--- src/hw/drs_map.svh ---
`ifndef DRS_MAP_SVH
`define DRS_MAP_SVH

// ---------------------------------------------
// register offsets (byte addresses)
// ---------------------------------------------
`define DRS_OFF_CTRL     5'h00
`define DRS_OFF_OP_TIME  5'h04
`define DRS_OFF_BRK_TIME 5'h08
`define DRS_OFF_STATUS   5'h0c
`define DRS_OFF_ELAPSED  5'h10

// ---------------------------------------------
// field positions and widths
// ---------------------------------------------
`define DRS_CTRL_MODE_LSB 0
`define DRS_CTRL_SEL_LSB  4
`define DRS_FINE_W        16
`define DRS_TIMER_W       26
`define DRS_RANGE_SHIFT   3

// ---------------------------------------------
// reset values and selector codes
// ---------------------------------------------
`define DRS_CTRL_RST      3'h0
`define DRS_SEL_RST       3'h0
`define DRS_FINE_RST      16'h000a
`define DRS_SEL_FORCE_OFF 3'h6
`define DRS_SEL_FORCE_ON  3'h7

// ---------------------------------------------
// timing
// ---------------------------------------------
`define DRS_CLK_PERIOD_NS  50
`define DRS_TICK_PERIOD_NS 100000000
`define DRS_TICK_CYCLES \
  ((`DRS_TICK_PERIOD_NS + `DRS_CLK_PERIOD_NS - 1) / `DRS_CLK_PERIOD_NS)
`define DRS_HOLD_MAX_MIN   10
`define DRS_HOLD_MAX_TICKS (`DRS_HOLD_MAX_MIN * 600)

`endif

--- src/hw/drs_pkg.sv ---
// ---------------------------------------------
// shared types
// ---------------------------------------------
package drs_pkg;

  // sequencer states, gray along off-ph1-ph2-done
  typedef enum logic [2:0] {
    DRS_ST_OFF  = 3'b000,
    DRS_ST_PH1  = 3'b001,
    DRS_ST_PH2  = 3'b011,
    DRS_ST_DONE = 3'b010,
    DRS_ST_HOLD = 3'b110
  } drs_state_t;

  // operating modes
  typedef enum logic [2:0] {
    DRS_MD_OFF_DLY = 3'h0,
    DRS_MD_ON_DLY  = 3'h1,
    DRS_MD_CYC_OFF = 3'h2,
    DRS_MD_CYC_ON  = 3'h3,
    DRS_MD_HOLD1   = 3'h4,
    DRS_MD_HOLD2   = 3'h5,
    DRS_MD_HOLD3   = 3'h6
  } drs_mode_t;

endpackage : drs_pkg

--- src/hw/drs_tick_gen.sv ---
`timescale 1ns/1ps
`default_nettype none

// ---------------------------------------------
// tenth-second time base
// ---------------------------------------------
module drs_tick_gen #(
  parameter int unsigned TICK_CYCLES = 2000000
) (
  // clock and reset
  input  wire logic sys_clk_i,
  input  wire logic rst_n_i,
  // control
  input  wire logic clr_i,
  // time base out
  output logic      tick_o
);

  localparam int unsigned CW = $clog2(TICK_CYCLES + 1);

  logic [CW-1:0] div_q;   // prescaler
  logic [CW-1:0] div_d;
  logic          tick_q;  // one-cycle pulse
  logic          tick_d;

  // restart on clear so a phase starts on a full period
  always_comb begin
    div_d  = div_q + CW'(1);
    tick_d = 1'b0;
    if (clr_i) begin
      div_d = '0;
    end else if (div_q == CW'(TICK_CYCLES - 1)) begin
      div_d  = '0;
      tick_d = 1'b1;
    end
  end

  always_ff @(posedge sys_clk_i or negedge rst_n_i) begin
    if (!rst_n_i) begin
      div_q  <= '0;
      tick_q <= 1'b0;
    end else begin
      div_q  <= div_d;
      tick_q <= tick_d;
    end
  end

  assign tick_o = tick_q;

endmodule : drs_tick_gen

`default_nettype wire

--- src/hw/drs_sequencer.sv ---
// Operation
// - selector forced-on closes contact while powered
// - selector forced-off opens contact while powered
// - range changes while powered are ignored
// - range sampled only at power-up
// - fine time adjustable live, used immediately
// - hold after supply loss at most ten minutes
// - hold one: closed on power, hold after loss
// - hold two: plain on-delay, no hold
// - hold three: on-delay, then hold after loss
// - off-delay: energize operating time, release break
// - off-delay: then energized until power cycled
// - on-delay: released for operating time first
// - on-delay: energize break time, then released
// - one-shot runs once per power-up
// - cyclic off-delay repeats on/off forever
// - cyclic on-delay repeats off/on forever
//
// Implementation choices: the placing of the registers and the Avalon-MM slave port.
`timescale 1ns/1ps
`default_nettype none
`include "drs_map.svh"

module drs_sequencer #(
  parameter int unsigned TICK_CYCLES = `DRS_TICK_CYCLES
) (
  // clock and reset
  input  wire logic        sys_clk_i,
  input  wire logic        rst_n_i,
  // supply sense pin
  input  wire logic        supply_present_i,
  // avalon-mm slave
  input  wire logic [4:0]  avs_address_i,
  input  wire logic        avs_read_i,
  input  wire logic        avs_write_i,
  input  wire logic [31:0] avs_writedata_i,
  output logic      [31:0] avs_readdata_o,
  output logic             avs_waitrequest_o,
  // relay and state
  output logic             relay_o,
  output drs_pkg::drs_state_t state_o
);
  import drs_pkg::*;

  localparam int TW = `DRS_TIMER_W;
  localparam int FW = `DRS_FINE_W;

  // ---------------------------------------------
  // helpers
  // ---------------------------------------------
  // fine setting scaled by range, zero read as a fine value of one
  function automatic logic [TW-1:0] scale_dur(
    input logic [FW-1:0] fine,
    input logic [2:0]    sel
  );
    logic [TW-1:0] base;
    logic [1:0]    rng;
    base = (fine == '0) ? TW'(1) : TW'(fine);
    rng  = sel[2] ? 2'h3 : sel[1:0];
    scale_dur = base << (`DRS_RANGE_SHIFT * rng);
  endfunction : scale_dur

  // contact level belonging to a state and mode
  function automatic logic relay_of(
    input drs_state_t st,
    input drs_mode_t  md
  );
    case (st)
      DRS_ST_PH1:  relay_of = (md == DRS_MD_OFF_DLY) ||
                              (md == DRS_MD_CYC_OFF);
      DRS_ST_PH2:  relay_of = (md == DRS_MD_ON_DLY) ||
                              (md == DRS_MD_CYC_ON);
      DRS_ST_DONE: relay_of = (md != DRS_MD_ON_DLY);
      DRS_ST_HOLD: relay_of = 1'b1;
      default:     relay_of = 1'b0;
    endcase
  endfunction : relay_of

  // ---------------------------------------------
  // supply sense synchroniser
  // ---------------------------------------------
  logic sup_s1_q;   // first stage, read by sup_s2_q only
  logic sup_s2_q;   // synchronised level
  logic sup_prev_q; // for edge detect
  logic power_up;
  logic power_dn;

  always_ff @(posedge sys_clk_i or negedge rst_n_i) begin
    if (!rst_n_i) begin
      sup_s1_q   <= 1'b0;
      sup_s2_q   <= 1'b0;
      sup_prev_q <= 1'b0;
    end else begin
      sup_s1_q   <= supply_present_i;
      sup_s2_q   <= sup_s1_q;
      sup_prev_q <= sup_s2_q;
    end
  end

  assign power_up = sup_s2_q & ~sup_prev_q;
  assign power_dn = ~sup_s2_q & sup_prev_q;

  // ---------------------------------------------
  // register file and bus slave
  // ---------------------------------------------
  logic [2:0]    mode_q;  // selector mode, live
  logic [2:0]    mode_d;
  logic [2:0]    sel_q;   // range selector, live
  logic [2:0]    sel_d;
  logic [FW-1:0] op_q;    // operating_time fine
  logic [FW-1:0] op_d;
  logic [FW-1:0] brk_q;   // break_time fine
  logic [FW-1:0] brk_d;
  logic          ack_q;   // second cycle of access
  logic          ack_d;
  logic [31:0]   rdata_q;
  logic [31:0]   rdata_d;
  logic          req;

  // sequencer state, declared here for readback
  drs_state_t    st_q;
  drs_state_t    st_d;
  drs_mode_t     mode_lat_q;
  drs_mode_t     mode_lat_d;
  logic [2:0]    sel_lat_q;
  logic [2:0]    sel_lat_d;
  logic [TW-1:0] cnt_q;
  logic [TW-1:0] cnt_d;
  logic          relay_q;
  logic          relay_d;

  assign req = avs_read_i | avs_write_i;

  // one wait cycle: data is ready on the edge that ends it
  assign avs_waitrequest_o = req & ~ack_q;

  always_comb begin
    mode_d  = mode_q;
    sel_d   = sel_q;
    op_d    = op_q;
    brk_d   = brk_q;
    ack_d   = req & ~ack_q;
    rdata_d = rdata_q;
    if (req && !ack_q && avs_read_i) begin
      // capture read data in the wait cycle
      if (avs_address_i == `DRS_OFF_CTRL) begin
        rdata_d = {25'h0, sel_q, 1'b0, mode_q};
      end else if (avs_address_i == `DRS_OFF_OP_TIME) begin
        rdata_d = {16'h0, op_q};
      end else if (avs_address_i == `DRS_OFF_BRK_TIME) begin
        rdata_d = {16'h0, brk_q};
      end else if (avs_address_i == `DRS_OFF_STATUS) begin
        rdata_d = {20'h0, sel_lat_q, 1'b0, mode_lat_q,
                   st_q, sup_s2_q, relay_q};
      end else if (avs_address_i == `DRS_OFF_ELAPSED) begin
        rdata_d = {6'h0, cnt_q};
      end else begin
        rdata_d = 32'h0;      // unmapped reads zero
      end
    end
    if (ack_q && avs_write_i) begin
      // write takes effect on the edge with waitrequest low
      if (avs_address_i == `DRS_OFF_CTRL) begin
        mode_d = avs_writedata_i[`DRS_CTRL_MODE_LSB +: 3];
        sel_d  = avs_writedata_i[`DRS_CTRL_SEL_LSB +: 3];
      end else if (avs_address_i == `DRS_OFF_OP_TIME) begin
        op_d = avs_writedata_i[FW-1:0];   // live trim
      end else if (avs_address_i == `DRS_OFF_BRK_TIME) begin
        brk_d = avs_writedata_i[FW-1:0];  // live trim
      end
      // other offsets are read-only or unmapped: ignored
    end
  end

  always_ff @(posedge sys_clk_i or negedge rst_n_i) begin
    if (!rst_n_i) begin
      mode_q  <= `DRS_CTRL_RST;
      sel_q   <= `DRS_SEL_RST;
      op_q    <= `DRS_FINE_RST;
      brk_q   <= `DRS_FINE_RST;
      ack_q   <= 1'b0;
      rdata_q <= 32'h0;
    end else begin
      mode_q  <= mode_d;
      sel_q   <= sel_d;
      op_q    <= op_d;
      brk_q   <= brk_d;
      ack_q   <= ack_d;
      rdata_q <= rdata_d;
    end
  end

  assign avs_readdata_o = rdata_q;

  // ---------------------------------------------
  // time base
  // ---------------------------------------------
  logic tick;

  // realign on each supply edge so phases last whole ticks
  drs_tick_gen #(
    .TICK_CYCLES (TICK_CYCLES)
  ) u_tick (
    .sys_clk_i (sys_clk_i),
    .rst_n_i   (rst_n_i),
    .clr_i     (power_up | power_dn),
    .tick_o    (tick)
  );

  // ---------------------------------------------
  // phase durations
  // ---------------------------------------------
  logic [TW-1:0] dur_op;    // operating_time in ticks
  logic [TW-1:0] dur_brk;   // break_time in ticks
  logic [TW-1:0] dur_hold;  // capped hold time
  logic [TW-1:0] cnt_inc;

  // range from the latch, fine value live
  assign dur_op  = scale_dur(op_q, sel_lat_q);
  assign dur_brk = scale_dur(brk_q, sel_lat_q);
  // hold may never outlast the backup supply
  assign dur_hold = (dur_op > TW'(`DRS_HOLD_MAX_TICKS)) ?
                    TW'(`DRS_HOLD_MAX_TICKS) : dur_op;
  assign cnt_inc = cnt_q + TW'(1);

  // ---------------------------------------------
  // sequencer
  // ---------------------------------------------
  // >= so a live shortening ends the phase on the next tick
  always_comb begin
    st_d       = st_q;
    mode_lat_d = mode_lat_q;
    sel_lat_d  = sel_lat_q;
    cnt_d      = tick ? cnt_inc : cnt_q;
    case (st_q)
      DRS_ST_PH1: begin
        if (tick && cnt_inc >= dur_op) begin
          cnt_d = '0;
          if (mode_lat_q == DRS_MD_HOLD2 ||
              mode_lat_q == DRS_MD_HOLD3) begin
            st_d = DRS_ST_DONE;
          end else begin
            st_d = DRS_ST_PH2;
          end
        end
      end
      DRS_ST_PH2: begin
        if (tick && cnt_inc >= dur_brk) begin
          cnt_d = '0;
          if (mode_lat_q == DRS_MD_CYC_OFF ||
              mode_lat_q == DRS_MD_CYC_ON) begin
            st_d = DRS_ST_PH1;
          end else begin
            st_d = DRS_ST_DONE;
          end
        end
      end
      DRS_ST_HOLD: begin
        if (tick && cnt_inc >= dur_hold) begin
          st_d  = DRS_ST_OFF;
          cnt_d = '0;
        end
      end
      DRS_ST_DONE: begin
        cnt_d = cnt_q;                 // one-shot parks
      end
      default: begin
        cnt_d = '0;                    // unpowered, idle
      end
    endcase
    // supply loss ends the run, maybe into hold
    if (power_dn && st_q != DRS_ST_OFF &&
        st_q != DRS_ST_HOLD) begin
      cnt_d = '0;
      if (mode_lat_q == DRS_MD_HOLD1 ||
          mode_lat_q == DRS_MD_HOLD3) begin
        st_d = DRS_ST_HOLD;
      end else begin
        st_d = DRS_ST_OFF;
      end
    end
    // power-up latches mode and range, starts the run
    if (power_up) begin
      mode_lat_d = drs_mode_t'(mode_q);
      sel_lat_d  = sel_q;
      cnt_d      = '0;
      if (drs_mode_t'(mode_q) == DRS_MD_HOLD1) begin
        st_d = DRS_ST_DONE;
      end else begin
        st_d = DRS_ST_PH1;
      end
    end
  end

  // output: forced selector positions act on live value
  always_comb begin
    relay_d = relay_of(st_d, mode_lat_d);
    if (sup_s2_q && sel_q == `DRS_SEL_FORCE_ON) begin
      relay_d = 1'b1;
    end else if (sup_s2_q && sel_q == `DRS_SEL_FORCE_OFF) begin
      relay_d = 1'b0;
    end
  end

  always_ff @(posedge sys_clk_i or negedge rst_n_i) begin
    if (!rst_n_i) begin
      st_q       <= DRS_ST_OFF;
      mode_lat_q <= DRS_MD_OFF_DLY;
      sel_lat_q  <= `DRS_SEL_RST;
      cnt_q      <= '0;
      relay_q    <= 1'b0;
    end else begin
      st_q       <= st_d;
      mode_lat_q <= mode_lat_d;
      sel_lat_q  <= sel_lat_d;
      cnt_q      <= cnt_d;
      relay_q    <= relay_d;
    end
  end

  assign relay_o = relay_q;
  assign state_o = st_q;

endmodule : drs_sequencer

`default_nettype wire

--- config.mk ---
export PLATFORM = sky130hd
export DESIGN_NAME = drs_sequencer
export DESIGN_NICKNAME = d
export VERILOG_FILES = /design/src/hw/drs_pkg.sv /design/src/hw/drs_tick_gen.sv /design/src/hw/drs_sequencer.sv
export VERILOG_INCLUDE_DIRS = /design/src /design/src/hw
export SDC_FILE = /design/constraint.sdc
export NUM_CORES = 1
export LEC_CHECK = 0
export BUFFER_PORTS_ARGS = -buffer_cell sky130_fd_sc_hd__buf_2
export CORE_MARGIN = 3
export CORE_UTILIZATION = 45
export DETAILED_ROUTE_END_ITERATION = 8
export PLACE_DENSITY_LB_ADDON = 0.08
export REMOVE_ABC_BUFFERS = 1
export SYNTH_ARGS = -nofsm -noshare
export SYNTH_HDL_FRONTEND = slang
export SYNTH_HIERARCHICAL = 1
export SYNTH_SLANG_ARGS = --single-unit
--- constraint.sdc ---
create_clock -name sys_clk_i -period 6.25 [get_ports sys_clk_i]
set_input_delay 0 -clock sys_clk_i [delete_from_list [all_inputs] [get_ports sys_clk_i]]
set_output_delay 0 -clock sys_clk_i [all_outputs]
set_load 0.005 [all_outputs]
==> results.json, run 1 <==
{
  "cts_setup_buffers": 0,
  "synth_top_family_by_area": "simple AND/OR/NAND/NOR gates",
  "place_ws_ns": 0.3480,
  "p_int_uw": 2200,
  "routed_wl_um": 29850,
  "grt_pass1_vias": 8490,
  "finalNonFillerCells": 1451,
  "routed.top_layer": "met4",
  "peakVddDrop_v": 0.0001950,
  "nNetsFinal": 1284,
  "dpl.hpwl_um": 22540,
  "maxSlewViolCount": 0,
  "wl_per_cell_um": 20.57,
  "p_leak_uw": 0.005254,
  "clockBufferDepth": 2,
  "ant_nets": 0,
  "synth_area_um2": 10030,
  "grt-ovfl-total": 0,
  "fmax_mhz": 169.7,
  "synthSimpleGateAreaFrac": 0.1827,
  "num-fill-cells": 2116,
  "timing.hold.ws_ns": 0.1043,
  "max_slew_margin": 0.1098,
  "place.gp.congestion": 0.9189,
  "antenna_cells": 0,
  "crit_path_end_kind": "flip-flop",
  "clock_sinks": 126,
  "synth_enable_flop_cells": 0,
  "synthAdderAreaFrac": 0.1047,
  "final.min_clock_period_ns": 5.891,
  "firstDrtPassIters": 5,
  "hold_violations": 0,
  "drive_above_1_share": 0.1845,
  "grt_pass1_wl_um": 47950,
  "yosysUniqueCellTypes": 84,
  "fin_ws_ns": 0.3587,
  "netlist_top_cells_count": "122 x dfrtp_1, 99 x nand2_1, 84 x ha_1",
  "dr_wl_met3_um": 1522,
  "p_comb_frac": 0.441,
  "p_sw_frac": 0.4064,
  "netlist_instances": 1090,
  "dieArea_um2": 24130,
  "synth.most_common_cell": "dfrtp_1",
  "start_util": 0.4584,
  "pin_count": 79,
  "rsz0062_at_grt": "false",
  "hp-class": "input pin to async pin",
  "async_flop_share": 1.000,
  "vias_per_cell": 6.022,
  "vias": 8738,
  "crit_type": "flip-flop to flip-flop",
  "setup_viol": 0,
  "clock_skew_ns": 0.007897,
  "row_count": 54,
  "crit_required_ns": 6.56,
  "synth_area_leaders": "dfrtp_1 30%, ha_1 10%, mux2_2 6.5%, mux2i_1 4.4%, nand2_1 3.7%",
  "drt_iter0_markers": 740,
  "die-width_um": 155.3,
  "ys_warn_count": 6,
  "track_usage": 0.2530,
  "area_delta_synth_final_pct": 14.14,
  "yosysTopAreaCell": "dfrtp_1",
  "drc_errors": 0,
  "clk_latency_ns": 0.43,
  "powerDensity_nw_per_um2": 323.6,
  "grt_max_degree": 69,
  "ys_seq_elements": 126,
  "place_inst": 1399,
  "met1_length_um": 13970,
  "seq_power_share": 0.271,
  "core_area_um2": 21890,
  "path_clk_slew_ns": 0.06,
  "worstMarginPinSlew_ns": 1.330,
  "syn_area_per_cell_um2": 9.206,
  "p_sw_uw": 1506,
  "finalCritPeriodShare": 0.9426,
  "cts_buffers": 17,
  "status": "complete, no violations",
  "tritoncts": "yes",
  "synth_compound_area_frac": 0.1820,
  "antenna_found_initial": 0,
  "root_buffer": "clkbuf_16",
  "cp_max_fo": 28,
  "cts_htree_levels": 4,
  "finalSetupTns_ns": 0,
  "cp-start-kind": "flip-flop",
  "yosysSeqAreaShare": 0.3147,
  "wl_met2_um": 13720,
  "synth.top_cell.area_share": 0.3042,
  "synth_ff_type": "dfrtp_1",
  "maxCapViolations": 0,
  "synthXorXnorAreaFrac": 0.03142,
  "arrival_ns": 6.20,
  "synthMuxAreaShare": 0.1415,
  "io_buffers": 56,
  "fin_util": 0.5232,
  "clkPwrFrac": 0.287,
  "die_h_um": 155.3
}
[worst paths after layout]
path                                  startpoint                 end  slack (ns)  depth (start not counted)
worst max-delay path                sel_lat_q[2]           cnt_q[14]        0.36                         22
worst min-delay path                     rst_n_i  avs_readdata_o[24]        0.10                          2
worst max register to register      sel_lat_q[2]           cnt_q[14]        0.36                         22
worst min register to register          sup_s1_q            sup_s2_q        0.35                          0
max in group asynchronous                rst_n_i             op_q[8]        4.81                          3
min in group sys_clk_i          avs_address_i[2]   avs_readdata_o[2]        0.16                          5
[metal layers]
layer,vias up,track usage
li1,4236,-
met1,4207,0.3665
met2,247,0.3930
met3,48,0.04061
met4,0,0.07086
met5,-,0
[cells by family (layout without fill, tap and decap cells)]
family	after synthesis	count (layout)
fa+ha+maj	84	84
flops	126	126
buf+inv	100	164
simple gates	358	358
xor+xnor	36	36
compound gates	267	267
other cells	2	19
mux	117	117
[critical path: stages, from the launching register on]
cell and delay, ns:
dfrtp_1 0.48, or2_1 0.34, ha_1 0.34, clkinv_1 0.30, buf_4 0.31, mux4_2 0.37
a22o_1 0.26, a21o_1 0.19, and4_1 0.23, a21boi_0 0.31, o21ai_4 0.17, or2_1 0.24
ha_1 0.31, a21oi_1 0.07, a211oi_1 0.24, o311ai_0 0.16, buf_4 0.19, inv_1 0.09
o22ai_1 0.14, o311a_1 0.40, buf_12 0.18, and3_1 0.18, a221o_1 0.25
[area by class of cell]
class	instances	area [µm²]	area share
clock buffer	17	425.4	0.03714
clock inverter	15	200.2	0.01748
inverter	37	141.4	0.01234
multi-input combinational	881	6536	0.5707
sequential	126	3158	0.2757
tap	280	350.3	0.03059
timing repair buffer	95	641.9	0.05604
[layout by cell type (no fill, tap or decap), types with 6 or more instances in the layout]
| cell | count |
|---|---|
| and3_1 | 15 |
| mux2i_1 | 44 |
| or3_1 | 11 |
| a31oi_1 | 7 |
| mux2_2 | 58 |
| o21ai_0 | 67 |
| inv_1 | 34 |
| or2_2 | 14 |
| a21oi_1 | 55 |
| xnor2_1 | 28 |
| nand3_1 | 37 |
| a21boi_0 | 6 |
| clkbuf_16 | 17 |
| nand2b_1 | 15 |
| and4_1 | 7 |
| buf_4 | 18 |
| buf_2 | 55 |
| xor2_1 | 8 |
| dlygate4sd3_1 | 20 |
| a2bb2oi_1 | 7 |
| nor4_1 | 17 |
| o211ai_1 | 6 |
| a211oi_1 | 11 |
| o22ai_1 | 8 |
| a222oi_1 | 16 |
| mux4_2 | 14 |
| dfrtp_1 | 122 |
| nor3_1 | 17 |
| conb_1 | 19 |
| nand4_1 | 17 |
| nor2_1 | 73 |
| nor2b_1 | 7 |
| ha_1 | 84 |
| a21o_1 | 10 |
| a22o_1 | 17 |
| nand2_1 | 99 |
[flip-flops by register name, indices dropped and copies added (netlist names), 3 cells and up]
signal,count
avs_readdata_o,26
brk_q,16
cnt_q,26
state_o,3
sel_q,3
mode_lat_q,3
sel_lat_q,3
u_tick/div_q,21
mode_q,3
op_q,16
[through the flow]
stage / total power [µW] / area (µm²)
2_1_floorplan: 2133 / 9817
3_3_place_gp: 2595 / 10610
3_5_place_dp: 2605 / 10610
4_1_cts: 3693 / 11440
5_1_grt: 3937 / 11450
6_report: 3706 / 11450
[what timing repair did]
item                                    4_1_cts  5_1_grt
endpoints found under the setup margin        0       21
gates resized for setup                       0        3
hold endpoints to repair                     98        0
hold buffers                                 20        0
[power groups by stage]
stage / registers (µW) / logic [µW] / clock network, µW
2_1_floorplan: 962 / 1170 / 0
3_3_place_gp: 1020 / 1580 / 0
3_5_place_dp: 1020 / 1590 / 0
4_1_cts: 1000 / 1610 / 1080
5_1_grt: 1020 / 1810 / 1120
6_report: 1010 / 1640 / 1060
Power figures use the tool's default switching activity.
==> run 2, diff against run 1 <==
--- a/config.mk
+++ b/config.mk
@@ -9,7 +9,9 @@
 export BUFFER_PORTS_ARGS = -buffer_cell sky130_fd_sc_hd__buf_2
 export CORE_MARGIN = 3
 export CORE_UTILIZATION = 45
+export CTS_CLUSTER_DIAMETER = 80
 export DETAILED_ROUTE_END_ITERATION = 8
+export HOLD_SLACK_MARGIN = 0.15
 export PLACE_DENSITY_LB_ADDON = 0.08
 export REMOVE_ABC_BUFFERS = 1
 export SYNTH_ARGS = -nofsm -noshare
==> run 2 against run 1 <==
Net effect: critical path depth shrank 1; non-clock buffer count grew 8; final cell count grew 0.55%; largest power group unchanged.
==> results.json, run 2 (same netlist as run 1, synthesis figures left out) <==
{
  "fmax_mhz": 169.1,
  "fin_ws_ns": 0.3346,
  "mostFrequentLayoutCell": "dfrtp_1",
  "root_buffer": "clkbuf_16",
  "tritoncts": "yes",
  "hp-class": "input pin to flip-flop",
  "grt_busiest_layer": "met2",
  "io_buffers": 56,
  "clk_latency_ns": 0.43,
  "area_delta_synth_final_pct": 15.11,
  "track_usage": 0.2545,
  "met2_usage": 0.3951,
  "die_h_um": 155.3,
  "maxSlewViolCount": 0,
  "crit_type": "flip-flop to flip-flop",
  "cp_max_fo": 28,
  "firstDrtPassIters": 7,
  "setup_viol": 0,
  "worstMarginPinSlew_ns": 1.318,
  "maxCapViolations": 0,
  "drc_errors": 0,
  "grt_pass1_wl_um": 48160,
  "row_count": 54,
  "grt_pass1_vias": 8525,
  "max_slew_margin": 0.1178,
  "vias_per_cell": 6.045,
  "grt-ovfl-total": 0,
  "grt_util_met3": 0.04145,
  "vias": 8819,
  "p_leak_uw": 0.005295,
  "core_area_um2": 21890,
  "antenna_found_initial": 0,
  "finalCritPeriodShare": 0.9465,
  "wl_per_cell_um": 20.56,
  "final.min_clock_period_ns": 5.915,
  "use_met1": 0.3674,
  "status": "complete, no violations",
  "routed_wl_um": 30000,
  "antenna_cells": 0,
  "critPathLaunch": "sel_lat_q[0]",
  "pin_count": 79,
  "rsz0062_at_grt": "false",
  "grt_max_degree": 69,
  "cts_buffers": 17,
  "cts_htree_levels": 4,
  "clock_sinks": 126,
  "place.gp.congestion": 0.9189,
  "min_from": "avs_write_i",
  "place_ws_ns": 0.3480,
  "cp-start-kind": "flip-flop",
  "dieArea_um2": 24130,
  "dpl.hpwl_um": 22540,
  "drive_above_1_share": 0.1841,
  "arrival_ns": 6.23,
  "ant_nets": 0,
  "powerDensity_nw_per_um2": 321.6,
  "die-width_um": 155.3,
  "crit_path_end_kind": "flip-flop",
  "drt_iter0_markers": 680,
  "start_util": 0.4584,
  "path_clk_slew_ns": 0.06,
  "peakVddDrop_v": 0.0001953,
  "worstReg2RegStart": "sel_lat_q[0]",
  "nNetsFinal": 1292,
  "clock_skew_ns": 0.008001,
  "fin_util": 0.5277,
  "clockBufferDepth": 2,
  "finalSetupTns_ns": 0,
  "place_inst": 1399,
  "layout_common_cells": "122 x dfrtp_1, 99 x nand2_1, 84 x ha_1",
  "finalNonFillerCells": 1459,
  "total_power_uw": 3715,
  "crit_required_ns": 6.56,
  "hold_violations": 0
}
## run 2: changes by cell type in the layout (fill, tap and decap cells not counted), sizes merged
cell | previous run | this run
dlygate4sd3 | 20 | 27
buf | 75 | 76
## run 2: where the power goes
part | switching [µW] | leakage (µW) | internal, µW
clock | 423 | 0.000301 | 642
sequential | 128 | 0.00170 | 879
combinational | 960 | 0.00329 | 683
## run 2: repair_timing
action | CTS | global route
endpoints found under the setup margin | 0 | 21
hold buffers | 28 | 0
resized for setup | 0 | 3
buffers inserted | 0 | 0
endpoints found under the hold margin | 100 | 0
## run 2: cell type report
cell class / count / area, µm²
clock buffers: 17 / 425.4
inverters: 37 / 141.4
flip-flops and latches: 126 / 3158
well taps: 280 / 350.3
multi-input cells: 881 / 6536
repair buffers: 103 / 739.5
fillers: 2110 / 10340
clock inverters: 15 / 200.2
## run 2: path summary, 6_finish.rpt
kind                                      end  slack (ns)  depth (start not counted)
max                                  cnt_q[6]        0.33                         21
min                                 mode_q[1]        0.16                          3
max reg2reg                          cnt_q[6]        0.33                         21
min reg2reg                          sup_s2_q        0.35                          0
max in group asynchronous             op_q[8]        4.70                          4
min in group asynchronous  avs_readdata_o[24]        0.68                          4
## run 2: layer usage
layer	wire, µm	share of wire	vias up
met5	0	0	-
met4	668	0.022	0
met3	1741	0.058	45
met2	13800	0.46	260
met1	13790	0.46	4270
li1	-	-	4244
## run 2: metrics by stage
stage	cell area, µm²	hold slack, ns
4_1_cts	11530	0.1577
3_5_place_dp	10610	0.007650
6_report	11550	0.1618
5_1_grt	11550	0.1817
3_3_place_gp	10610	0.01173
2_1_floorplan	9817	-0.2956
## run 2: critical path: stages, from the launching register on
cell,delay [ns]
dfrtp_1,0.49
or2_1,0.34
ha_1,0.34
clkinv_1,0.30
buf_4,0.31
mux4_2,0.37
a22o_1,0.26
a21o_1,0.20
and4_1,0.24
a21boi_0,0.31
o21ai_4,0.17
or2_1,0.24
ha_1,0.31
nand4_1,0.11
nor3_1,0.18
and3_1,0.29
or3_1,0.18
o22ai_1,0.12
o311a_1,0.40
buf_12,0.18
and3_1,0.18
a221o_1,0.25
